===== src/smsw_pkg.sv =====
`default_nettype none
package smsw_pkg;

   ////////////////////////////////////////////////////////////////////////////
   // Clock and timing
   localparam int CLK_MHZ         = 200;
   localparam int UV_FILTER_MS    = 40;
   localparam int UV_FILTER_CYC   = UV_FILTER_MS * 1000 * CLK_MHZ;
   localparam int OV_FILTER_US    = 80;
   localparam int OV_FILTER_CYC   = OV_FILTER_US * CLK_MHZ;
   localparam int BIT1_HIGH_US    = 40;
   localparam int BIT1_HIGH_CYC   = BIT1_HIGH_US * CLK_MHZ;
   localparam int BIT0_HIGH_US    = 10;
   localparam int BIT0_HIGH_CYC   = BIT0_HIGH_US * CLK_MHZ;
   localparam int BIT_LOW_US      = 10;
   localparam int BIT_LOW_CYC     = BIT_LOW_US * CLK_MHZ;
   localparam int TM_DELAY_US     = 1000;
   localparam int TM_DELAY_CYC    = TM_DELAY_US * CLK_MHZ;
   localparam int BIAS_PERIOD_US  = 500;
   localparam int BIAS_PERIOD_CYC = BIAS_PERIOD_US * CLK_MHZ;
   localparam int BIAS_ON_US      = 50;
   localparam int BIAS_ON_CYC     = BIAS_ON_US * CLK_MHZ;

   ////////////////////////////////////////////////////////////////////////////
   // Register map (byte addresses)
   localparam int         ADR_W      = 4;
   localparam logic [3:0] REG_CTRL   = 4'h0;
   localparam logic [3:0] REG_STATUS = 4'h4;
   localparam logic [3:0] REG_LAST   = 4'h8;
   localparam int         CTRL_QUERY = 0;
   localparam int         CTRL_TXEN  = 1;
   localparam logic       TXEN_RST   = 1'b1;
   localparam int         STS_WORD   = 0;
   localparam int         STS_CFG    = 7;
   localparam int         STS_OV     = 8;
   localparam int         STS_BUSY   = 9;
   localparam int         STS_PIN    = 10;
   localparam int         STS_UV     = 11;

   ////////////////////////////////////////////////////////////////////////////
   // Status word codes, value is {bit2, bit1, bit0} and {bit4, bit3}
   localparam logic [2:0] SYS_NONE  = 3'h0;
   localparam logic [2:0] SYS_OV    = 3'h4;
   localparam logic [2:0] SYS_UV100 = 3'h2;
   localparam logic [2:0] SYS_UV85  = 3'h6;
   localparam logic [2:0] SYS_UV70  = 3'h1;
   localparam logic [2:0] SYS_UV55  = 3'h5;
   localparam logic [2:0] SYS_THERM = 3'h3;
   localparam logic [2:0] SYS_LS_NR = 3'h7;
   localparam logic [1:0] INT_NONE  = 2'h0;
   localparam logic [1:0] INT_WARN  = 2'h2;
   localparam logic [1:0] INT_SD    = 2'h1;
   localparam logic [1:0] INT_HS_NR = 2'h3;
   localparam int         WORD_W    = 7;
   localparam int         FRAME_W   = 8;

   ////////////////////////////////////////////////////////////////////////////
   // Types
   typedef enum logic [2:0] {UV_NONE, UV_100, UV_85, UV_70, UV_55} smsw_uv_t;
   typedef enum logic [1:0] {ST_IDLE, ST_HIGH, ST_LOW} smsw_tx_t;

   typedef struct packed {
      logic above_ov;
      logic ov_hyst_low;
      logic below_uv100;
      logic below_uv85;
      logic below_uv70;
      logic below_uv55;
      logic below_vth;
   } smsw_cmp_t;

   typedef struct packed {
      logic ls_not_ready;
      logic hs_not_ready;
      logic ls_warn;
      logic ls_sd;
      logic ls_oc;
      logic hs_oc;
   } smsw_int_t;

endpackage
`default_nettype wire


===== src/smsw_top.sv =====
// Overview of operation
// Monitor pin mode is caught once after reset and then held fixed.
// Bus mode compares against four undervoltage levels and one overvoltage.
// Any undervoltage or overvoltage condition changes the word and sends it.
// Undervoltage is reported only after persisting for the filter time.
// Undervoltage clearing is reported after absence for the filter time.
// A cleared deep level reports the still present shallower level.
// Overvoltage held for its filter time ends on-time and is reported.
// After trip all turn-on requests ignored until hysteresis held filter time.
// Clearing of bus overvoltage sends a fresh status update.
// Thermistor mode pulses bias, flags low voltage after thermal delay.
// Status pin only pulled low or released, open drain.
// Each update is seven status bits then one parity bit.
// Parity makes the eight transmitted bits hold an odd count of ones.
// Bits 0 to 2 carry the system condition code.
// Bits 3 and 4 carry the internal condition code.
// Bit 5 flags low-side over-current, bit 6 high-side over-current.
// Cleared conditions in bits 0 to 4 are reported.
// All-zero word sent after power-up and on query with no fault.
// Not-ready codes gather link, supply and limit pin faults.
// One is 40 us released, zero 10 us, each then 10 us low.
// Each change sent once; thermal shutdown never reported as cleared.
// Word sent bit 0 first through bit 6, parity last.
// Comparator outputs pass a two-flop synchroniser first.
//
// The Wishbone register port and the placing of the registers were chosen for this implementation.
`timescale 1ns/100ps
`default_nettype none
module smsw_top #(
   parameter int UV_CYC       = smsw_pkg::UV_FILTER_CYC,
   parameter int OV_CYC       = smsw_pkg::OV_FILTER_CYC,
   parameter int BIT1_CYC     = smsw_pkg::BIT1_HIGH_CYC,
   parameter int TM_CYC       = smsw_pkg::TM_DELAY_CYC,
   parameter int BIAS_PER_CYC = smsw_pkg::BIAS_PERIOD_CYC,
   parameter int BIAS_ON_CYC  = smsw_pkg::BIAS_ON_CYC
) (
   // Clock and reset
   input  wire logic                        clk_i,
   input  wire logic                        rst_i,
   // Wishbone slave
   input  wire logic                        wb_cyc_i,
   input  wire logic                        wb_stb_i,
   input  wire logic                        wb_we_i,
   input  wire logic [smsw_pkg::ADR_W-1:0]  wb_adr_i,
   input  wire logic [3:0]                  wb_sel_i,
   input  wire logic [31:0]                 wb_dat_i,
   output logic      [31:0]                 wb_dat_o,
   output logic                             wb_ack_o,
   // Monitor pin front end
   input  wire logic                        monitor_cfg_thermistor_i,
   input  wire smsw_pkg::smsw_cmp_t         cmp_i,
   output logic                             thermistor_bias_current_en_o,
   // Internal fault sources
   input  wire smsw_pkg::smsw_int_t         int_fault_i,
   // Drive requests and gate enables
   input  wire logic                        low_side_drive_request_i,
   input  wire logic                        high_side_drive_request_n_i,
   output logic                             low_side_gate_o,
   output logic                             high_side_gate_o,
   // Open-drain status pin
   input  wire logic                        status_pin_i,
   output logic                             status_pin_o,
   output logic                             status_pin_oe_o
);

   localparam int CW = 24;
   localparam logic [CW-1:0] UV_LIM   = CW'(UV_CYC - 1);
   localparam logic [CW-1:0] OV_LIM   = CW'(OV_CYC - 1);
   localparam logic [CW-1:0] TM_LIM   = CW'(TM_CYC - 1);
   localparam logic [CW-1:0] B1_LIM   = CW'(BIT1_CYC - 1);
   localparam logic [CW-1:0] B0_LIM   = CW'(smsw_pkg::BIT0_HIGH_CYC - 1);
   localparam logic [CW-1:0] LOW_LIM  = CW'(smsw_pkg::BIT_LOW_CYC - 1);
   localparam logic [CW-1:0] PER_LIM  = CW'(BIAS_PER_CYC - 1);
   localparam logic [CW-1:0] ON_LIM   = CW'(BIAS_ON_CYC - 1);

   if (UV_CYC < 2 || OV_CYC < 2 || TM_CYC < 2 || BIT1_CYC < 2 ||
       BIAS_ON_CYC < 2 || BIAS_PER_CYC <= BIAS_ON_CYC ||
       UV_CYC >= 2**CW || OV_CYC >= 2**CW || TM_CYC >= 2**CW ||
       BIT1_CYC >= 2**CW || BIAS_PER_CYC >= 2**CW) begin : g_bad_param
      $error("smsw_top: timing parameter out of range");
   end

   function automatic logic [CW-1:0] sat_inc(input logic [CW-1:0] c,
                                              input logic [CW-1:0] lim);
      sat_inc = (c >= lim) ? lim : c + 1'b1;
   endfunction

   function automatic smsw_pkg::smsw_uv_t uv_level(
         input smsw_pkg::smsw_cmp_t c);
      if (c.below_uv55)
         uv_level = smsw_pkg::UV_55;
      else if (c.below_uv70)
         uv_level = smsw_pkg::UV_70;
      else if (c.below_uv85)
         uv_level = smsw_pkg::UV_85;
      else if (c.below_uv100)
         uv_level = smsw_pkg::UV_100;
      else
         uv_level = smsw_pkg::UV_NONE;
   endfunction

   ////////////////////////////////////////////////////////////////////////////
   // Mode strap and synchroniser

   logic                 cfg_valid_q;
   logic                 cfg_therm_q;
   smsw_pkg::smsw_cmp_t  sync1_q;
   smsw_pkg::smsw_cmp_t  cmp_s;
   wire                  bus_mode = cfg_valid_q & ~cfg_therm_q;
   wire                  tm_mode  = cfg_valid_q & cfg_therm_q;

   // strap caught once
   always_ff @(posedge clk_i) begin
      if (rst_i) begin
         cfg_valid_q <= 1'b0;
         cfg_therm_q <= 1'b0;
      end else if (!cfg_valid_q) begin
         cfg_valid_q <= 1'b1;
         cfg_therm_q <= monitor_cfg_thermistor_i;
      end
   end

   // two-flop synchroniser
   always_ff @(posedge clk_i) begin
      sync1_q <= cmp_i;
      cmp_s   <= sync1_q;
   end

   ////////////////////////////////////////////////////////////////////////////
   // Undervoltage filter

   smsw_pkg::smsw_uv_t  uv_cand_q;
   smsw_pkg::smsw_uv_t  uv_rep_q;
   logic [CW-1:0]       uv_cnt_q;
   smsw_pkg::smsw_uv_t  uv_raw;

   // deepest undervoltage level
   assign uv_raw = bus_mode ? uv_level(cmp_s) : smsw_pkg::UV_NONE;

   // level must hold the filter time to change report
   always_ff @(posedge clk_i) begin
      if (rst_i) begin
         uv_cand_q <= smsw_pkg::UV_NONE;
         uv_rep_q  <= smsw_pkg::UV_NONE;
         uv_cnt_q  <= '0;
      end else if (uv_raw != uv_cand_q) begin
         uv_cand_q <= uv_raw;
         uv_cnt_q  <= '0;
      end else if (uv_cand_q != uv_rep_q) begin
         if (uv_cnt_q == UV_LIM) begin
            uv_rep_q <= uv_cand_q;
            uv_cnt_q <= '0;
         end else begin
            uv_cnt_q <= sat_inc(uv_cnt_q, UV_LIM);
         end
      end else begin
         uv_cnt_q <= '0;
      end
   end

   ////////////////////////////////////////////////////////////////////////////
   // Overvoltage trip and drive gating

   logic           ov_block_q;
   logic [CW-1:0]  ov_cnt_q;
   logic           ls_gate_q;
   logic           hs_gate_q;
   wire            ov_cond  = ov_block_q ? cmp_s.ov_hyst_low : cmp_s.above_ov;
   wire            ov_trip  = bus_mode & ~ov_block_q & cmp_s.above_ov &
                              (ov_cnt_q == OV_LIM);
   wire            ov_block_now = ov_block_q | ov_trip;

   // trip after filter time, release after hysteresis time
   always_ff @(posedge clk_i) begin
      if (rst_i) begin
         ov_block_q <= 1'b0;
         ov_cnt_q   <= '0;
      end else if (!bus_mode || !ov_cond) begin
         ov_cnt_q   <= '0;
      end else if (ov_cnt_q == OV_LIM) begin
         ov_block_q <= ~ov_block_q;
         ov_cnt_q   <= '0;
      end else begin
         ov_cnt_q   <= sat_inc(ov_cnt_q, OV_LIM);
      end
   end

   // turn-on requests ignored while blocked
   always_ff @(posedge clk_i) begin
      if (rst_i) begin
         ls_gate_q <= 1'b0;
         hs_gate_q <= 1'b0;
      end else begin
         ls_gate_q <= low_side_drive_request_i & ~ov_block_now;
         hs_gate_q <= ~high_side_drive_request_n_i & ~ov_block_now;
      end
   end

   ////////////////////////////////////////////////////////////////////////////
   // Thermistor bias and thermal delay

   logic [CW-1:0]  bias_cnt_q;
   logic           bias_q;
   logic           tm_low_q;
   logic           tm_flt_q;
   logic [CW-1:0]  tm_cnt_q;

   // periodic bias, sample at end of window
   always_ff @(posedge clk_i) begin
      if (rst_i || !tm_mode) begin
         bias_cnt_q <= '0;
         bias_q     <= 1'b0;
         tm_low_q   <= 1'b0;
      end else begin
         bias_cnt_q <= (bias_cnt_q == PER_LIM) ? '0 : bias_cnt_q + 1'b1;
         bias_q     <= (bias_cnt_q < ON_LIM) || (bias_cnt_q == PER_LIM);
         if (bias_cnt_q == ON_LIM)
            tm_low_q <= cmp_s.below_vth;
      end
   end

   // fault and clear after the thermal delay
   always_ff @(posedge clk_i) begin
      if (rst_i) begin
         tm_flt_q <= 1'b0;
         tm_cnt_q <= '0;
      end else if (tm_low_q == tm_flt_q) begin
         tm_cnt_q <= '0;
      end else if (tm_cnt_q == TM_LIM) begin
         tm_flt_q <= tm_low_q;
         tm_cnt_q <= '0;
      end else begin
         tm_cnt_q <= sat_inc(tm_cnt_q, TM_LIM);
      end
   end

   ////////////////////////////////////////////////////////////////////////////
   // Status word

   logic                           sd_q;
   logic [2:0]                     sys_code;
   logic [1:0]                     int_code;
   logic [smsw_pkg::WORD_W-1:0]    word_now;

   // shutdown latched, never reported cleared
   always_ff @(posedge clk_i) begin
      if (rst_i)
         sd_q <= 1'b0;
      else
         sd_q <= sd_q | int_fault_i.ls_sd;
   end

   // system field
   assign sys_code =
      int_fault_i.ls_not_ready        ? smsw_pkg::SYS_LS_NR :
      ov_block_q                      ? smsw_pkg::SYS_OV    :
      (tm_mode && tm_flt_q)           ? smsw_pkg::SYS_THERM :
      (uv_rep_q == smsw_pkg::UV_55)   ? smsw_pkg::SYS_UV55  :
      (uv_rep_q == smsw_pkg::UV_70)   ? smsw_pkg::SYS_UV70  :
      (uv_rep_q == smsw_pkg::UV_85)   ? smsw_pkg::SYS_UV85  :
      (uv_rep_q == smsw_pkg::UV_100)  ? smsw_pkg::SYS_UV100 :
                                        smsw_pkg::SYS_NONE;

   // internal field
   assign int_code =
      int_fault_i.hs_not_ready ? smsw_pkg::INT_HS_NR :
      sd_q                     ? smsw_pkg::INT_SD    :
      int_fault_i.ls_warn      ? smsw_pkg::INT_WARN  :
                                 smsw_pkg::INT_NONE;

   // independent groups in one word
   assign word_now = {int_fault_i.hs_oc, int_fault_i.ls_oc, int_code,
                      sys_code};

   ////////////////////////////////////////////////////////////////////////////
   // Transmitter

   smsw_pkg::smsw_tx_t              st_q;
   smsw_pkg::smsw_tx_t              st_d;
   logic [CW-1:0]                   bcnt_q;
   logic [CW-1:0]                   bcnt_d;
   logic [2:0]                      idx_q;
   logic [2:0]                      idx_d;
   logic [smsw_pkg::FRAME_W-1:0]    frame_q;
   logic [smsw_pkg::FRAME_W-1:0]    last_q;
   logic                            boot_q;
   logic                            query_q;
   logic                            tx_en_q;
   logic                            oe_q;
   wire  [CW-1:0]                   hi_lim = frame_q[idx_q] ? B1_LIM : B0_LIM;
   wire                             changed = word_now != last_q[6:0];
   wire                             tx_start = (st_q == smsw_pkg::ST_IDLE) &
                                               tx_en_q & cfg_valid_q &
                                               (changed | query_q | boot_q);

   // bit timing, bit 0 first, parity last
   always_comb begin
      st_d   = st_q;
      bcnt_d = bcnt_q;
      idx_d  = idx_q;
      unique case (st_q)
         smsw_pkg::ST_IDLE: begin
            if (tx_start) begin
               st_d   = smsw_pkg::ST_HIGH;
               bcnt_d = '0;
               idx_d  = 3'h0;
            end
         end
         smsw_pkg::ST_HIGH: begin
            bcnt_d = bcnt_q + 1'b1;
            if (bcnt_q == hi_lim) begin
               st_d   = smsw_pkg::ST_LOW;
               bcnt_d = '0;
            end
         end
         smsw_pkg::ST_LOW: begin
            bcnt_d = bcnt_q + 1'b1;
            if (bcnt_q == LOW_LIM) begin
               bcnt_d = '0;
               idx_d  = idx_q + 3'h1;
               st_d   = (idx_q == 3'h7) ? smsw_pkg::ST_IDLE
                                        : smsw_pkg::ST_HIGH;
            end
         end
      endcase
   end

   always_ff @(posedge clk_i) begin
      if (rst_i) begin
         st_q   <= smsw_pkg::ST_IDLE;
         bcnt_q <= '0;
         idx_q  <= 3'h0;
         oe_q   <= 1'b0;
      end else begin
         st_q   <= st_d;
         bcnt_q <= bcnt_d;
         idx_q  <= idx_d;
         oe_q   <= st_d == smsw_pkg::ST_LOW;
      end
   end

   // frame load with odd parity, once per change
   always_ff @(posedge clk_i) begin
      if (rst_i) begin
         frame_q <= '0;
         last_q  <= '0;
      end else if (tx_start) begin
         frame_q <= {~^word_now, word_now};
         last_q  <= {~^word_now, word_now};
      end
   end

   ////////////////////////////////////////////////////////////////////////////
   // Wishbone slave

   logic [31:0]  sts;
   logic [31:0]  rd_mux;
   wire          req    = wb_cyc_i & wb_stb_i;
   wire          wr_ctl = req & wb_ack_o & wb_we_i & wb_sel_i[0] &
                          (wb_adr_i == smsw_pkg::REG_CTRL);
   wire          q_set  = wr_ctl & wb_dat_i[smsw_pkg::CTRL_QUERY];

   always_comb begin
      sts = '0;
      sts[smsw_pkg::STS_WORD +: smsw_pkg::WORD_W] = word_now;
      sts[smsw_pkg::STS_CFG]    = cfg_therm_q;
      sts[smsw_pkg::STS_OV]     = ov_block_q;
      sts[smsw_pkg::STS_BUSY]   = st_q != smsw_pkg::ST_IDLE;
      sts[smsw_pkg::STS_PIN]    = status_pin_i;
      sts[smsw_pkg::STS_UV +: 3] = uv_rep_q;
   end

   assign rd_mux =
      (wb_adr_i == smsw_pkg::REG_CTRL)   ? {30'h0, tx_en_q, query_q} :
      (wb_adr_i == smsw_pkg::REG_STATUS) ? sts :
      (wb_adr_i == smsw_pkg::REG_LAST)   ? {24'h0, last_q} :
                                           32'h0;

   // ready word after power-up and on query; set wins over clear
   always_ff @(posedge clk_i) begin
      if (rst_i) begin
         wb_ack_o <= 1'b0;
         wb_dat_o <= 32'h0;
         tx_en_q  <= smsw_pkg::TXEN_RST;
         query_q  <= 1'b0;
         boot_q   <= 1'b1;
      end else begin
         wb_ack_o <= req & ~wb_ack_o;
         wb_dat_o <= (req & ~wb_ack_o) ? rd_mux : 32'h0;
         if (wr_ctl)
            tx_en_q <= wb_dat_i[smsw_pkg::CTRL_TXEN];
         query_q  <= (query_q & ~tx_start) | q_set;
         boot_q   <= boot_q & ~tx_start;
      end
   end

   ////////////////////////////////////////////////////////////////////////////
   // Outputs

   // never driven high
   assign status_pin_o                 = 1'b0;
   assign status_pin_oe_o              = oe_q;
   assign low_side_gate_o              = ls_gate_q;
   assign high_side_gate_o             = hs_gate_q;
   assign thermistor_bias_current_en_o = bias_q;
endmodule
`default_nettype wire


===== config.mk =====
export PLATFORM = sky130hd
export DESIGN_NAME = smsw_top
export DESIGN_NICKNAME = d
export VERILOG_FILES = /design/src/smsw_pkg.sv /design/src/smsw_top.sv
export SDC_FILE = /design/constraint.sdc
export NUM_CORES = 1
export LEC_CHECK = 0
export ABC_CLOCK_PERIOD_IN_PS = 2350
export CORE_MARGIN = 4
export CORE_UTILIZATION = 46
export DETAILED_ROUTE_END_ITERATION = 7
export DONT_BUFFER_PORTS = 1
export PLACE_DENSITY_LB_ADDON = 0.12
export SYNTH_ARGS = -nofsm -noshare
export SYNTH_HDL_FRONTEND = slang
export SYNTH_SLANG_ARGS = --single-unit

===== constraint.sdc =====
create_clock -name clk_i -period 2.35 [get_ports clk_i]
set_input_delay 0.47 -clock clk_i [delete_from_list [all_inputs] [get_ports clk_i]]
set_output_delay 0.47 -clock clk_i [all_outputs]
set_load 0.01 [all_outputs]

==> run summary, run 1 <==
Max cap viols - 0
Slowest cell on crit path - a211oi_1
Initial DRC Count - 342
Layout cell share with drive strength beyond 1 - 0.137
Die X-Extent - 139 um
Outcome - finished clean
CP dominant cell by count - buf_6
Max Buffers Root-to-Sink - 2
Core Box Area - 0.0167 mm2
M1 GR Usage - 0.202
Synthesized netlist cell count - 873
Synth async-reset ratio - 0
CP cell instances - buf_6 > nand3b_1 > and4_4 > nor3_4 > o41ai_4 > buf_6 > buf_12 > a211oi_1 > xnor2_1 > nor2_1
Share of the synthesized area in the top cell type - 0.460
Crit. path cell count - 10
Tot GR Track Use - 0.172
Critical Path RT - 2.67 ns
Fill cells - 1490
R2R cell count - 10
Vias/cell - 5.26
CTS tree - done
Post-synth top cells - dfxtp_1, nor2_1, nand2_1
Synth area leader - dfxtp_1
H-Tree Depth - 4
WL/cell - 14.9 um
Gr busiest metal - met2
Sink Count - 181
Met3 Track Usage GR - 0.0541
Count leader, synth - dfxtp_1
Die Footprint - 0.0193 mm2
Post-Route WL - 17200 um
Cell Area, Synth - 0.00788 mm2
Pre-Repair DR Iteration Count - 4
Leakage - 3.28 nW
Final std cells w/o fill - 1156
Routed vias - 6080
PD cells - 710 mW/mm2
Ys Warns - 0
Kind of critical path - register to register
I/O Buffers - 0
Critical path endpoint category - register
Crit path arrival time - 2.61 ns
Hold WS - 0.0606 ns
Met2 GRT Util - 0.297
EDFF count, synth - 0
Worst r2r src - uv_rep_q[2]$_SDFFE_PP0P_
Die Ht - 139 um
Avg Inst Size Synth - 9.02 um2
Worst min path class - input pin to register
Top cells by area, synth - dfxtp_1, xnor2_1, nor2_1
Crit Path Max Fanout - 6
Fin. max-slew vios - 0
Area of the multi-input gates - 0.00423 mm2
Worst-Skew Late Latency - 0.43 ns
Worst Setup SP - uv_rep_q[2]$_SDFFE_PP0P_
Largest net degree at the start of global routing - 31
Clk slew on worst S/H paths - 0.07 ns
Antenna violations before repair - 1
Crit start category - register
Post-synth cell types - 64
Worst reg2reg setup slack - 0.05 ns
Worst Slack Setup Final - 0.0524 ns
Initial Util - 0.472
Endpoints failing hold - 0
Gp weighted congestion - 0.797
Post-Place Cells - 1117
Top_reg_cell synth - dfxtp_1
CTS Root Cell - clkbuf_16
Grt ovf - 0
Final Cycle Share - 0.978
Top Family by Delay on Critical Path - simple AND/OR/NAND/NOR gates
Worst vdd ir - 0.610 mV
Number of synthesized register bits - 181
Period minus WS final - 2.30 ns
DP HPWL - 11900 um
CP peak stage delay - 0.40 ns
Capture point of the worst reg-to-reg path - bcnt_q[18]$_SDFFE_PP0P_
FMAX - 435 MHz
First-pass GRT wire length - 27700 um
Clock skew - 0.0156 ns
Hold buffers post-CTS - 0
Endpoints failing setup - 0
# IOs - 100
CP endpoint - bcnt_q[18]$_SDFFE_PP0P_
ANT nets after route - 0
Row count - 47
Sequential fraction of the synthesis area - 0.460
Inserted Clock Buffers - 17
Sequential Area - 0.00363 mm2
P&R area growth vs syn - 16.7%
Bufs and invs on worst path - 3
Post-place setup slack - -0.0568 ns
Number of diodes - 0
DRC Markers - 0
Vias in the first global route - 5880
Final-stage net count - 996
cell type report:
cell class                 count  area share
clock buffer                  18      0.0467
multi-input combinational    660       0.460
sequential                   181       0.395
timing repair buffer          45      0.0417
inverter                      19     0.00776
clock inverter                13      0.0180
tap                          220      0.0300
per-layer routing:
layer	vias to the layer above	share of wire
li1	3093	-
met1	2871	0.44
met2	96	0.50
met3	18	0.046
met4	2	0.015
met5	-	0.00070
flip-flops by register name (all words and copies together), names as in the netlist, 2 cells and up:
name	cells
tm_cnt_q	24
cmp_s	7
sync1_q	7
bcnt_q	24
st_q	2
uv_cand_q	3
uv_cnt_q	24
last_q	8
uv_rep_q	3
ov_cnt_q	24
idx_q	3
bias_cnt_q	24
wb_dat_o	14
placed cells by master, fill, tap and decap left out, types with 4 or more instances in the layout:
master and count:
a2111oi_4 5, a211oi_1 8, a211oi_2 7, a21oi_1 59
a22oi_1 7, a31oi_1 6, and2_1 5, and3_1 32
and4_1 6, buf_4 39, buf_6 4, clkbuf_16 18
conb_1 36, dfxtp_1 175, dfxtp_2 5, ha_1 10
inv_1 18, inv_6 4, mux2i_1 9, nand2_1 60
nand2b_1 9, nand3_1 44, nand4_1 15, nor2_1 121
nor2b_1 6, nor3_1 12, nor4_1 16, nor4_2 4
o21ai_0 13, o21bai_1 4, o31ai_1 4, or2_2 6
xnor2_1 56, xor2_1 45
how the worst min path moves through the flow:
stage,start,to,slack [ns],cells after the start
global route,cmp_i[0],sync1_q[0]$_DFF_P_,0.03,0
detailed placement,sync1_q[3]$_DFF_P_,cmp_s[3]$_DFF_P_,0.31,0
finish,cmp_i[2],sync1_q[2]$_DFF_P_,0.06,0
global placement,sync1_q[5]$_DFF_P_,cmp_s[5]$_DFF_P_,0.31,0
floorplan,sync1_q[0]$_DFF_P_,cmp_s[0]$_DFF_P_,0.31,0
CTS,cmp_i[2],sync1_q[2]$_DFF_P_,0.04,0
per-stage QoR:
stage / utilization / TNS, ns / power (mW) / cell area [um2]
6_report: 0.550 / 0 / 6.53 / 9190
5_1_grt: 0.550 / -0.112 / 6.80 / 9190
4_1_cts: 0.535 / 0 / 6.54 / 8940
3_5_place_dp: 0.497 / -0.675 / 3.65 / 8300
3_3_place_gp: 0.497 / -0.0204 / 3.63 / 8300
2_1_floorplan: - / 0 / 3.57 / 8010
where the power goes:
| part | internal (mW) | switching (mW) |
|---|---|---|
| clock network | 1.60 | 1.26 |
| registers | 3.14 | 0.0586 |
| logic | 0.194 | 0.273 |
what timing repair did:
action	in CTS	in global routing
pin swaps	1	25
cloned	0	3
endpoints found under the setup margin	26	30
resized for setup	10	34
buffers inserted	1	5
cell families (layout without fill, tap and decap cells):
logic type / count (synthesis) / count (layout) / share of synthesized area
adders and majority gates: 10 / 10 / 0.0159
muxes: 13 / 13 / 0.0199
buffers and inverters: 69 / 95 / 0.0464
DFF: 181 / 181 / 0.460
AOI/OAI and AO/OA: 133 / 135 / 0.111
xor gates and xnor gates: 102 / 102 / 0.113
other: 1 / 36 / 0.000476
and+or+nand+nor: 364 / 364 / 0.233
Power figures use the tool's default switching activity.
==> inputs of run 2 (changes only) <==
CORE_ASPECT_RATIO = 2   (was not set)
==> run summary, run 2 (synthesis results as in run 1) <==
Outcome - finished clean
Fin. max-slew vios - 0
PD cells - 733 mW/mm2
Hold depth - 0
Clock skew - 0.0132 ns
Core Box Area - 0.0168 mm2
Most frequent cells in the layout - dfxtp_1, nor2_1, nand2_1
Max cap viols - 0
Post-place setup slack - -0.131 ns
Bufs and invs on worst path - 1
Hold WS - 0.0635 ns
End-of-flow core utilization - 0.541
Endpoints failing setup - 0
Most common cell after layout, fill and taps aside - dfxtp_1
Hold buffers post-CTS - 0
Crit Path Max Fanout - 10
Row count - 67
Inserted Clock Buffers - 17
CTS tree - done
Endpoints failing hold - 0
CP cell instances - or3b_4 > and4_4 > nor3_4 > o41ai_4 > buf_4 > and2_2 > or4_4 > a21oi_2
Largest net degree at the start of global routing - 31
Worst Slack Setup Final - 0.0269 ns
H-Tree Depth - 4
Antenna violations before repair - 0
Worst min path class - input pin to register
I/O Buffers - 0
Tot GR Track Use - 0.181
Clk slew on worst S/H paths - 0.07 ns
Sink Count - 181
DP HPWL - 12600 um
Crit. path cell count - 8
First-pass GRT wire length - 28200 um
Final-stage net count - 991
Slew headroom - 0.662
Critical path endpoint category - register
Fill cells - 1578
Slew @ Worst Pin - 0.502 ns
Initial Util - 0.470
Crit path arrival time - 2.69 ns
DRC Markers - 0
Worst-Skew Late Latency - 0.43 ns
Critical Path RT - 2.71 ns
R2R cell count - 8
Initial DRC Count - 155
Leakage - 3.25 nW
FMAX - 430 MHz
Crit start category - register
Die X-Extent - 101 um
Die Ht - 193 um
ANT nets after route - 0
Gp weighted congestion - 0.834
Max Buffers Root-to-Sink - 2
CP peak stage delay - 0.50 ns
Post-Route WL - 17200 um
Routed vias - 6211
Worst vdd ir - 0.440 mV
Setup TNS - 0 ns
Top Family by Delay on Critical Path - simple AND/OR/NAND/NOR gates
# IOs - 100
CTS Root Cell - clkbuf_16
Grt ovf - 0
Layout cell share with drive strength beyond 1 - 0.122
Number of diodes - 0
Final Cycle Share - 0.989
Slowest cell on crit path - or4_4
Post-Place Cells - 1104
Vias in the first global route - 6204
Pre-Repair DR Iteration Count - 5
Die Footprint - 0.0194 mm2
Kind of critical path - register to register
Final std cells w/o fill - 1138
Vias/cell - 5.46
Period minus WS final - 2.32 ns
RSZ-0062 raised after global routing - yes
WL/cell - 15.1 um
P&R area growth vs syn - 15.1%
[run 2: power by group]
part	internal, mW	switching (mW)
combinational	0.161	0.244
clock	1.80	1.23
sequential	3.14	0.0595
[run 2: timing repair]
action                     CTS  global route
setup endpoints to repair   39            52
pin swaps                    2            11
gates resized for setup      3            29
buffers inserted             1             2
[run 2: worst reg2reg max path, delay by kind of cell (launching register included)]
kind                   cells  cell delay (ns)
AND/OR/NAND/NOR            5             1.53
flip-flops                 1             0.34
buffers and inverters      1             0.16
AO/OA/AOI/OAI              2             0.23
[run 2: cell type report]
| type | count | area (um2) | share of cell area |
|---|---|---|---|
| clock buffers | 19 | 433 | 0.0478 |
| clock inverters | 12 | 194 | 0.0214 |
| inverters | 19 | 71.3 | 0.00787 |
| multi-input cells | 658 | 4150 | 0.458 |
| flip-flops and latches | 181 | 3630 | 0.400 |
| well taps | 207 | 259 | 0.0286 |
| repair buffers | 42 | 327 | 0.0360 |
[run 2: path summary, 6_finish.rpt]
| path | slack, ns | from | endpoint |
|---|---|---|---|
| max reg2reg | 0.03 | uv_rep_q[0]$_SDFFE_PP0P_ | bcnt_q[14]$_SDFFE_PP0P_ |
| max | 0.03 | uv_rep_q[0]$_SDFFE_PP0P_ | bcnt_q[14]$_SDFFE_PP0P_ |
| min | 0.06 | cmp_i[5] | sync1_q[5]$_DFF_P_ |
| min reg2reg | 0.33 | sync1_q[6]$_DFF_P_ | cmp_s[6]$_DFF_P_ |
[run 2: per-layer routing]
layer	GRT usage	wire length (um)
met1	0.189	6730
met2	0.342	9550
met3	0.0324	533
met4	0.0872	421
met5	0	0
[run 2: through the flow]
step / instance area [um2] / power, mW
floorplan: 8010 / 3.57
global placement: 8270 / 3.63
detailed placement: 8270 / 3.64
CTS: 8920 / 6.69
global route: 9060 / 6.88
finish: 9060 / 6.64
